`config.mk`:
```
export PLATFORM = sky130hd
export DESIGN_NAME = lfp_top
export DESIGN_NICKNAME = d
export VERILOG_FILES = /design/src/pkg/lfp_pkg.sv /design/src/rtl/lfp_top.sv
export VERILOG_INCLUDE_DIRS = /design/src /design/src/pkg
export SDC_FILE = /design/constraint.sdc
export NUM_CORES = 1
export LEC_CHECK = 0
export ABC_CLOCK_PERIOD_IN_PS = 1900
export BUFFER_PORTS_ARGS = -buffer_cell sky130_fd_sc_hd__buf_2
export CAP_MARGIN = 20
export CORE_AREA = 10 10 151 153
export DETAILED_ROUTE_END_ITERATION = 7
export DIE_AREA = 0 0 161 163
export GPL_TIMING_DRIVEN = 0
export PLACE_DENSITY_LB_ADDON = 0.3
export SETUP_SLACK_MARGIN = 0.1
export SYNTH_ARGS = -nofsm -noshare
export SYNTH_HDL_FRONTEND = slang
export SYNTH_SLANG_ARGS = --single-unit
```
`constraint.sdc`:
```
create_clock -name clk -period 1.9 [get_ports clk]
set_clock_uncertainty 0.15 [all_clocks]
set_input_delay 0.285 -clock clk [delete_from_list [all_inputs] [get_ports clk]]
set_output_delay 0.285 -clock clk [all_outputs]
set_load 0.05 [all_outputs]
```
`src/pkg/lfp_consts.svh`:
```
// register offsets, field positions, reset values and timing counts
// assumes a 32-bit axi4-lite slave with word-aligned registers
`ifndef LFP_CONSTS_SVH
`define LFP_CONSTS_SVH

`define LFP_ADDR_W 8
`define LFP_OFF_CFG 8'h00
`define LFP_OFF_CHEN 8'h04
`define LFP_OFF_FLAGS 8'h08
`define LFP_OFF_MASK 8'h0C
`define LFP_OFF_CHFLT 8'h10
`define LFP_OFF_STATE 8'h14

`define LFP_CFG_DEN 0
`define LFP_CFG_LINE_SWITCH_ENABLE 1
`define LFP_CFG_ADAPTIVE_LOOP_ENABLE 2
`define LFP_CFG_OPEN_AUTO_DISCONNECT_EN 3
`define LFP_CFG_SHORT_AUTO_DISCONNECT_EN 4
`define LFP_CFG_RST 32'h0000_0002

`define LFP_FLG_INPUT_OVERVOLTAGE_FLAG 0
`define LFP_FLG_INPUT_OVERCURRENT_FLAG 1
`define LFP_FLG_THERMAL_SHUTDOWN_FLAG 2
`define LFP_FLG_EARLY_OVERTEMP_FLAG 3
`define LFP_FLG_OUTPUT_OVERVOLTAGE_FLAG 4
`define LFP_FLG_LED_FAULT_FLAG 5
`define LFP_NFLAGS 6

`define LFP_CHEN_RST 4'hF
`define LFP_MASK_RST 6'h00
`define LFP_RESP_OKAY 2'b00
`define LFP_RESP_SLVERR 2'b10

// channels must be on more than this many main clocks before detection runs
`define LFP_CH_SETTLE 32
`define LFP_SS_TIME_NS 1000
`define LFP_CLK_NS 10
`define LFP_SS_CYCLES (`LFP_SS_TIME_NS / `LFP_CLK_NS)

`endif

```
`src/pkg/lfp_pkg.sv`:
```
// types for the led driver fault supervisor
// used by rtl/lfp_top.sv together with lfp_consts.svh
package lfp_pkg;
	typedef enum logic [2:0] {
		LFP_SHUTDOWN,
		LFP_STANDBY,
		LFP_SOFTSTART,
		LFP_RUN,
		LFP_RECOVERY,
		LFP_THERMAL
	} lfp_state_t;
endpackage

```
`src/rtl/lfp_top.sv`:
```
// fault supervision, recovery and register file of a 4-channel led driver
// assumes synchronous comparator inputs and an axi4-lite master on clk
`timescale 1ns/10ps
`default_nettype none
`include "lfp_consts.svh"

module lfp_top #(
	parameter int NCH = 4,
	parameter int FRAME_CYCLES = 1000
) (
	input wire logic clk,
	input wire logic resetn,
	input wire logic en_pin_above_th1,
	input wire logic uvlo_ok,
	input wire logic vin_ovp_det,
	input wire logic vin_ovp_clear,
	input wire logic ocp_det,
	input wire logic thermal_det,
	input wire logic thermal_clear,
	input wire logic early_alert_det,
	input wire logic feedback_input_ovp,
	input wire logic dac_at_reference,
	input wire logic [NCH-1:0] open_cmp,
	input wire logic [NCH-1:0] short_cmp,
	output logic line_switch_gate_drive,
	output logic converter_on,
	output logic [NCH-1:0] channel_on,
	output logic adaptive_up,
	output logic fault_out,
	input wire logic [`LFP_ADDR_W-1:0] s_axi_awaddr,
	input wire logic s_axi_awvalid,
	output logic s_axi_awready,
	input wire logic [31:0] s_axi_wdata,
	input wire logic [3:0] s_axi_wstrb,
	input wire logic s_axi_wvalid,
	output logic s_axi_wready,
	output logic [1:0] s_axi_bresp,
	output logic s_axi_bvalid,
	input wire logic s_axi_bready,
	input wire logic [`LFP_ADDR_W-1:0] s_axi_araddr,
	input wire logic s_axi_arvalid,
	output logic s_axi_arready,
	output logic [31:0] s_axi_rdata,
	output logic [1:0] s_axi_rresp,
	output logic s_axi_rvalid,
	input wire logic s_axi_rready
);
	import lfp_pkg::*;

	localparam logic [15:0] FRAME_W = 16'(FRAME_CYCLES);
	localparam logic [7:0] SS_W = 8'(`LFP_SS_CYCLES);

	lfp_state_t state_reg;
	logic [7:0] cfg_reg;
	logic [NCH-1:0] chen_reg;
	logic [`LFP_NFLAGS-1:0] flags_reg;
	logic [`LFP_NFLAGS-1:0] mask_reg;
	logic [NCH-1:0] open_flag_reg;
	logic [NCH-1:0] short_flag_reg;
	logic [7:0] ss_cnt_reg;
	logic [15:0] frame_cnt_reg;
	logic [5:0] on_cnt_reg;
	logic [NCH-1:0] open_pend_reg;
	logic [`LFP_ADDR_W-1:0] awaddr_reg;
	logic [31:0] wdata_reg;
	logic aw_have_reg;
	logic w_have_reg;
	logic cfg_strb_reg;

	logic bus_alive;
	logic lsw_en;
	logic in_ovp;
	logic in_ocp;
	logic critical;
	logic detect_en;
	logic wr_fire;
	logic clr_flags;
	logic clr_chflt;
	logic [`LFP_NFLAGS-1:0] ev;
	logic [NCH-1:0] open_conf;
	logic [NCH-1:0] short_hit;
	logic [NCH-1:0] chen_drop;

	// bus and device are dead without supply or main enable
	assign bus_alive = en_pin_above_th1 && uvlo_ok;
	assign lsw_en = cfg_reg[`LFP_CFG_LINE_SWITCH_ENABLE];
	// without a line switch nothing can act on input faults
	assign in_ovp = lsw_en && vin_ovp_det;
	assign in_ocp = lsw_en && ocp_det;
	assign critical = in_ovp || in_ocp;
	assign detect_en = (state_reg == LFP_RUN) &&
		(on_cnt_reg > 6'(`LFP_CH_SETTLE));
	assign wr_fire = aw_have_reg && w_have_reg && !s_axi_bvalid;
	assign clr_flags = wr_fire && awaddr_reg == `LFP_OFF_FLAGS;
	assign clr_chflt = wr_fire && awaddr_reg == `LFP_OFF_CHFLT;

	genvar gi;
	generate
		for (gi = 0; gi < NCH; gi++) begin : g_ch
			// open waits for the dac to hit reference before confirming
			assign open_conf[gi] = detect_en && open_pend_reg[gi] &&
				open_cmp[gi] && dac_at_reference;
			assign short_hit[gi] = detect_en && short_cmp[gi];
			assign chen_drop[gi] = cfg_reg[`LFP_CFG_ADAPTIVE_LOOP_ENABLE] &&
				((open_conf[gi] && cfg_reg[`LFP_CFG_OPEN_AUTO_DISCONNECT_EN]) ||
				(short_hit[gi] && cfg_reg[`LFP_CFG_SHORT_AUTO_DISCONNECT_EN]));
		end
	endgenerate

	always_comb begin
		ev = '0;
		ev[`LFP_FLG_INPUT_OVERVOLTAGE_FLAG] = in_ovp;
		ev[`LFP_FLG_INPUT_OVERCURRENT_FLAG] = in_ocp;
		ev[`LFP_FLG_THERMAL_SHUTDOWN_FLAG] = thermal_det;
		ev[`LFP_FLG_EARLY_OVERTEMP_FLAG] = early_alert_det;
		ev[`LFP_FLG_OUTPUT_OVERVOLTAGE_FLAG] = feedback_input_ovp;
		ev[`LFP_FLG_LED_FAULT_FLAG] = |open_conf || |short_hit;
	end

	// supervisor sequence
	always_ff @(posedge clk or negedge resetn) begin
		if (!resetn) begin
			state_reg <= LFP_SHUTDOWN;
		end else if (!bus_alive) begin
			state_reg <= LFP_SHUTDOWN;
		end else begin
			case (state_reg)
				LFP_SHUTDOWN: state_reg <= LFP_STANDBY;
				LFP_STANDBY: begin
					if (cfg_reg[`LFP_CFG_DEN])
						state_reg <= LFP_SOFTSTART;
				end
				LFP_SOFTSTART, LFP_RUN: begin
					if (!cfg_reg[`LFP_CFG_DEN])
						state_reg <= LFP_STANDBY;
					else if (critical)
						state_reg <= LFP_RECOVERY;
					else if (thermal_det)
						state_reg <= LFP_THERMAL;
					else if (state_reg == LFP_SOFTSTART && ss_cnt_reg == SS_W)
						state_reg <= LFP_RUN;
				end
				LFP_RECOVERY: begin
					if (!cfg_reg[`LFP_CFG_DEN])
						state_reg <= LFP_STANDBY;
					else if (!critical && (!vin_ovp_det || vin_ovp_clear))
						state_reg <= LFP_SOFTSTART;
				end
				LFP_THERMAL: begin
					if (!cfg_reg[`LFP_CFG_DEN])
						state_reg <= LFP_STANDBY;
					else if (thermal_clear)
						state_reg <= LFP_SOFTSTART;
				end
				default: state_reg <= LFP_SHUTDOWN;
			endcase
		end
	end

	always_ff @(posedge clk or negedge resetn) begin
		if (!resetn) begin
			ss_cnt_reg <= 8'h00;
		end else if (state_reg != LFP_SOFTSTART) begin
			ss_cnt_reg <= 8'h00;
		end else if (ss_cnt_reg != SS_W) begin
			ss_cnt_reg <= ss_cnt_reg + 8'h01;
		end
	end

	// channels outlast the converter by one frame in thermal shutdown
	always_ff @(posedge clk or negedge resetn) begin
		if (!resetn) begin
			frame_cnt_reg <= 16'h0000;
		end else if (state_reg != LFP_THERMAL) begin
			frame_cnt_reg <= 16'h0000;
		end else if (frame_cnt_reg != FRAME_W) begin
			frame_cnt_reg <= frame_cnt_reg + 16'h0001;
		end
	end

	always_ff @(posedge clk or negedge resetn) begin
		if (!resetn) begin
			on_cnt_reg <= 6'h00;
		end else if (state_reg != LFP_RUN || ~|channel_on) begin
			on_cnt_reg <= 6'h00;
		end else if (!on_cnt_reg[5] || on_cnt_reg == 6'(`LFP_CH_SETTLE)) begin
			on_cnt_reg <= on_cnt_reg + 6'h01;
		end
	end

	always_ff @(posedge clk or negedge resetn) begin
		if (!resetn) begin
			open_pend_reg <= '0;
			adaptive_up <= 1'b0;
		end else begin
			open_pend_reg <= detect_en ? (open_cmp & chen_reg) : '0;
			// raise the output while an open hit is unconfirmed
			adaptive_up <= detect_en && |(open_cmp & chen_reg) &&
				!dac_at_reference;
		end
	end

	// outputs
	always_ff @(posedge clk or negedge resetn) begin
		if (!resetn) begin
			line_switch_gate_drive <= 1'b0;
			converter_on <= 1'b0;
			channel_on <= '0;
		end else begin
			// off in standby, recovery and on any critical fault
			line_switch_gate_drive <= lsw_en && !critical && bus_alive &&
				(state_reg == LFP_SOFTSTART || state_reg == LFP_RUN ||
				state_reg == LFP_THERMAL);
			converter_on <= bus_alive && !critical && !thermal_det &&
				!feedback_input_ovp &&
				(state_reg == LFP_SOFTSTART || state_reg == LFP_RUN);
			if (!bus_alive || state_reg == LFP_STANDBY ||
				state_reg == LFP_SHUTDOWN || state_reg == LFP_RECOVERY ||
				(state_reg == LFP_THERMAL && frame_cnt_reg == FRAME_W))
				channel_on <= '0;
			else if (state_reg == LFP_RUN)
				channel_on <= chen_reg & ~chen_drop;
			else if (state_reg == LFP_SOFTSTART)
				channel_on <= '0;
		end
	end

	always_ff @(posedge clk or negedge resetn) begin
		if (!resetn)
			fault_out <= 1'b0;
		else
			fault_out <= |(flags_reg & ~mask_reg);
	end

	// sticky flags; hardware set wins over a software clear
	always_ff @(posedge clk or negedge resetn) begin
		if (!resetn) begin
			flags_reg <= '0;
			open_flag_reg <= '0;
			short_flag_reg <= '0;
		end else if (!bus_alive) begin
			flags_reg <= '0;
			open_flag_reg <= '0;
			short_flag_reg <= '0;
		end else begin
			flags_reg <= (flags_reg &
				~(clr_flags ? wdata_reg[`LFP_NFLAGS-1:0] : '0)) | ev;
			open_flag_reg <= (open_flag_reg &
				~(clr_chflt ? wdata_reg[NCH-1:0] : '0)) | open_conf;
			short_flag_reg <= (short_flag_reg &
				~(clr_chflt ? wdata_reg[NCH+7:8] : '0)) | short_hit;
		end
	end

	// configuration; volatile contents are lost only at shutdown
	always_ff @(posedge clk or negedge resetn) begin
		if (!resetn) begin
			cfg_reg <= 8'(`LFP_CFG_RST);
			chen_reg <= NCH'(`LFP_CHEN_RST);
			mask_reg <= `LFP_MASK_RST;
		end else if (!bus_alive) begin
			cfg_reg <= 8'(`LFP_CFG_RST);
			chen_reg <= NCH'(`LFP_CHEN_RST);
			mask_reg <= `LFP_MASK_RST;
		end else begin
			if (wr_fire && awaddr_reg == `LFP_OFF_CFG && cfg_strb_reg)
				cfg_reg <= wdata_reg[7:0];
			if (wr_fire && awaddr_reg == `LFP_OFF_MASK)
				mask_reg <= wdata_reg[`LFP_NFLAGS-1:0];
			if (wr_fire && awaddr_reg == `LFP_OFF_CHEN)
				chen_reg <= wdata_reg[NCH-1:0] & ~chen_drop;
			else
				chen_reg <= chen_reg & ~chen_drop;
		end
	end

	// axi4-lite write path: address and data taken in either order
	always_ff @(posedge clk or negedge resetn) begin
		if (!resetn) begin
			aw_have_reg <= 1'b0;
			w_have_reg <= 1'b0;
			awaddr_reg <= '0;
			wdata_reg <= '0;
			s_axi_awready <= 1'b0;
			s_axi_wready <= 1'b0;
			s_axi_bvalid <= 1'b0;
			s_axi_bresp <= `LFP_RESP_OKAY;
			cfg_strb_reg <= 1'b0;
		end else begin
			s_axi_awready <= bus_alive && !aw_have_reg && !s_axi_awready;
			s_axi_wready <= bus_alive && !w_have_reg && !s_axi_wready;
			if (s_axi_awvalid && s_axi_awready) begin
				aw_have_reg <= 1'b1;
				awaddr_reg <= s_axi_awaddr;
			end
			if (s_axi_wvalid && s_axi_wready) begin
				w_have_reg <= 1'b1;
				wdata_reg <= s_axi_wdata;
				// strobe is only valid beside wvalid, so keep it with the data
				cfg_strb_reg <= s_axi_wstrb[0];
			end
			if (wr_fire) begin
				aw_have_reg <= 1'b0;
				w_have_reg <= 1'b0;
				s_axi_bvalid <= 1'b1;
				s_axi_bresp <= (awaddr_reg <= `LFP_OFF_CHFLT &&
					awaddr_reg[1:0] == 2'b00) ?
					`LFP_RESP_OKAY : `LFP_RESP_SLVERR;
			end else if (s_axi_bready) begin
				s_axi_bvalid <= 1'b0;
			end
		end
	end

	// axi4-lite read path
	always_ff @(posedge clk or negedge resetn) begin
		if (!resetn) begin
			s_axi_arready <= 1'b0;
			s_axi_rvalid <= 1'b0;
			s_axi_rdata <= 32'h0000_0000;
			s_axi_rresp <= `LFP_RESP_OKAY;
		end else begin
			s_axi_arready <= bus_alive && !s_axi_arready && !s_axi_rvalid;
			if (s_axi_arvalid && s_axi_arready) begin
				s_axi_rvalid <= 1'b1;
				s_axi_rresp <= `LFP_RESP_OKAY;
				case (s_axi_araddr)
					`LFP_OFF_CFG: s_axi_rdata <= {24'h00_0000, cfg_reg};
					`LFP_OFF_CHEN: s_axi_rdata <= 32'(chen_reg);
					`LFP_OFF_FLAGS: s_axi_rdata <= 32'(flags_reg);
					`LFP_OFF_MASK: s_axi_rdata <= 32'(mask_reg);
					`LFP_OFF_CHFLT: s_axi_rdata <= 32'(open_flag_reg) |
						(32'(short_flag_reg) << 8);
					`LFP_OFF_STATE: s_axi_rdata <= 32'(state_reg);
					default: begin
						s_axi_rdata <= 32'h0000_0000;
						s_axi_rresp <= `LFP_RESP_SLVERR;
					end
				endcase
			end else if (s_axi_rready) begin
				s_axi_rvalid <= 1'b0;
			end
		end
	end
endmodule

`default_nettype wire

```
==> summary.md <==
| Metric | Value |
|---|---|
| Synth Instances | `564` |
| Input/output buffers | `76` |
| Placed cell area | `6670 µm²` |
| Drt first pass iters | `5` |
| First-pass GRT wire length | `26,100 µm` |
| Num CTS Buffers | `17` |
| Crit-path cells | `inv_2 -> ha_1 -> nand4b_1 -> or4b_4 -> o21ai_4 -> a31oi_4 -> mux2_2` |
| Post-layout util | `between 40% and 50%` |
| CP max FO | `3` |
| CTS Root Cell | `clkbuf_16` |
| Antenna-violating nets left | `0` |
| Max_cap viols | `0` |
| Post-route minimum period | `between 2 and 2.5 ns` |
| I/O pins | `between 100 and 150` |
| CTS tree | `built` |
| Switch share | `26.5%` |
| Synthesized area per cell | `between 10 and 15 µm²` |
| Int Pwr | `5.73 mW` |
| Area Growth Syn to Fin | `37.8%` |
| Fillcell total | `1,983` |
| PwrDens | `approximately 970 nW/µm²` |
| Pwr Total | `7.80 mW` |
| Total clock sinks | `about 120` |
| Top Usage Layer GRT | `met2` |
| Peak supply drop | `around 0.63 mV` |
| Most common cell after layout, fill and taps aside | `dfrtp_1` |
| Period utilisation layout | `110%` |
| Number of global-route vias before repair | `5,002` |
| FF+latch count, synth | `119` |
| Nets | `just over 800` |
| Initial antenna violation count | `0` |
| GR Layer Usage met2 | `19.5%` |
| Fin cells | `1,012` |
| Most frequent cells in the layout | `111 x dfrtp_1, 78 x buf_2, 51 x nor2_1, 44 x buf_4, 42 x nand2_1` |
| Slowest stage delay, CP | `between 0.5 and 0.6 ns` |
| Final setup violation count | `33` |
| Crit path buf inv count | `1` |
| Worst path top cell family by delay | `simple AND/OR/NAND/NOR gates` |
| Critical Path RT | `around 2 ns` |
| Largest net degree at the start of global routing | `77` |
| Largest register FFs | `16` |
| Synth cell types | `62` |
| Clock power frac | `between 40% and 50%` |
| DRC Markers | `0` |
| EDFF count, synth | `0` |
| Yosys warns | `0` |
| Comb pwr share | `13.3%` |
| Share of cells above drive strength 1 | `between 30% and 40%` |
| Worst Hold Class | `in -> reg` |
| Area of the mapped netlist | `5830 µm²` |
| Initial core utilization | `29.3%` |
| Clk_lat worst skew | `0.41 ns` |
| RSZ-0062 raised after global routing | `true` |
| Via count | `4,677` |
| Register share of total power | `40.6%` |
| Main synth FF type | `dfrtp_1` |
| Core Region | `approximately 20,000 µm²` |
| Full die area | `26,200 µm²` |
| Fmax | `approximately 0.48 GHz` |
| Cells after DPL | `932` |
| Worst-path clk slew | `roughly 0.06 ns` |
| ANT cells | `0` |
| Vias per cell | `~4.6` |
| Setup tns final | `-4.18 ns` |
| Slew headroom | `54.4%` |
| Die Height | `~160 µm` |
| CP endpoint kind | `flop` |
| CTS max path bufs | `2` |
| Critical Path Slowest Stage Cell | `or4b_4` |
| Final Max Tran Viols | `0` |
| H-tree depth | `4` |
| Final wirelength | `between 15,000 and 20,000 µm` |
| Sequential area share after synthesis | `51.2%` |
| Detailed router's first-iteration violation count | `230` |
| Post-DP HPWL | `11,300 µm` |
| Failing checks | `negative setup slack` |
| Async set-reset flop share out of synthesis | `100%` |
| Pre-CTS setup slack | `-0.408 ns` |
| Worst EP arrival | `2.24 ns` |
| Flop2flop setup slack | `-0.20 ns` |
| Final Hold Vio Count | `0` |
| Die Wd | `approximately 160 µm` |
| Remaining Overflow, GRT | `0` |
| Drt wl/cell | `~16 µm` |
| Crit path kind | `reg -> reg` |
| Worst slew pin tran | `a little under 0.7 ns` |
| CP Launch Type | `flop` |
| Met1 usage | `15.6%` |
| Met3 global-route usage | `3.82%` |
| Hold slack | `0.0117 ns` |
| Status | `complete, but fails checks` |
| Static Leak | `3.65 nW` |
| RePlAce Congestion | `0.815` |
| Post-route design area | `8030 µm²` |
| P_sw | `about 2.1 mW` |
| PnR worst setup slack | `-0.198 ns` |
| Gr usage total | `12.2%` |
| Site Rows | `52` |
-- Yosys cell counts, types with 3 or more instances --
library cell  number  area (µm²)
a21oi_1           16        80.1
a22o_1             9        78.8
a22oi_1           12        90.1
a31oi_1            7        43.8
a32o_1             4        40.0
and3_1            11        68.8
buf_2              3        15.0
buf_4             22         165
clkbuf_1          18        67.6
dfrtp_1          114        2850
dfstp_2            5         131
ha_1               6        75.1
inv_1             22        82.6
mux2_2            25         282
mux2i_1           26         260
nand2_1           53         199
nand2b_1           3        18.8
nand3_1           23         115
nand3b_1           3        22.5
nand4_1           10        62.6
nor2_1            54         203
nor2b_1            4        25.0
nor3_1             8        40.0
nor4_1             3        18.8
o21ai_0           33         165
xnor2_1            4        35.0
xor2_1            18         158
-- path summary, 6_finish.rpt --
path	startpoint	to	cells past startpoint
min	open_cmp[0]	open_pend_reg[0]$_DFF_PN0_	2
max reg2reg	ss_cnt_reg[0]$_DFFE_PN0P_	state_reg[0]$_DFFE_PN0P_	7
min reg2reg	s_axi_arready$_DFF_PN0_	s_axi_arready$_DFF_PN0_	1
max in group asynchronous	resetn	cfg_reg[1]$_DFFE_PN1P_	3
max	ss_cnt_reg[0]$_DFFE_PN0P_	state_reg[0]$_DFFE_PN0P_	7
min in group asynchronous	resetn	s_axi_arready$_DFF_PN0_	2
-- layer usage --
metal	part of all wire, %	wire length (µm)
met5	0	0
met4	0.32	50
met3	4.2	661
met2	49	7670
met1	47	7320
-- logic make-up (layout without fill, tap and decap cells) --
kind of cell	after synthesis	in the layout	synth area share (%)
xor gates and xnor gates	22	22	3.31
DFF	119	119	51.2
muxes	51	51	9.30
AOI/OAI and AO/OA	100	100	11.2
and+or+nand+nor	197	197	17.5
buffers and inverters	68	225	6.12
adders and majority gates	6	6	1.29
other	1	22	0.0644
-- final cells by class --
type / instances / area, µm² / area share [%]
Buffer: 45 / 288 / 3.58
Clock buffer: 20 / 467 / 5.81
Clock inverter: 12 / 198 / 2.46
Inverter: 22 / 82.6 / 1.03
Multi-Input combinational cell: 398 / 2810 / 34.9
Sequential cell: 119 / 2990 / 37.2
Tap cell: 270 / 338 / 4.21
Timing Repair Buffer: 126 / 865 / 10.8
-- repair_timing --
action	CTS	global route
pin swaps	18	11
endpoints found under the hold margin	67	0
gates resized for setup	29	44
endpoints found under the setup margin	62	57
hold buffers	25	0
gates cloned	1	0
setup buffers	18	5
-- power by group through the flow --
stage,Clock (mW),Sequential (mW),Combinational (mW)
global route,3.78,3.21,1.13
detailed placement,0,3.17,0.951
CTS,3.67,3.15,1.04
global placement,0,3.17,0.927
finish,3.59,3.17,1.04
floorplan,0,3.19,0.584
Power figures use the tool's default switching activity.
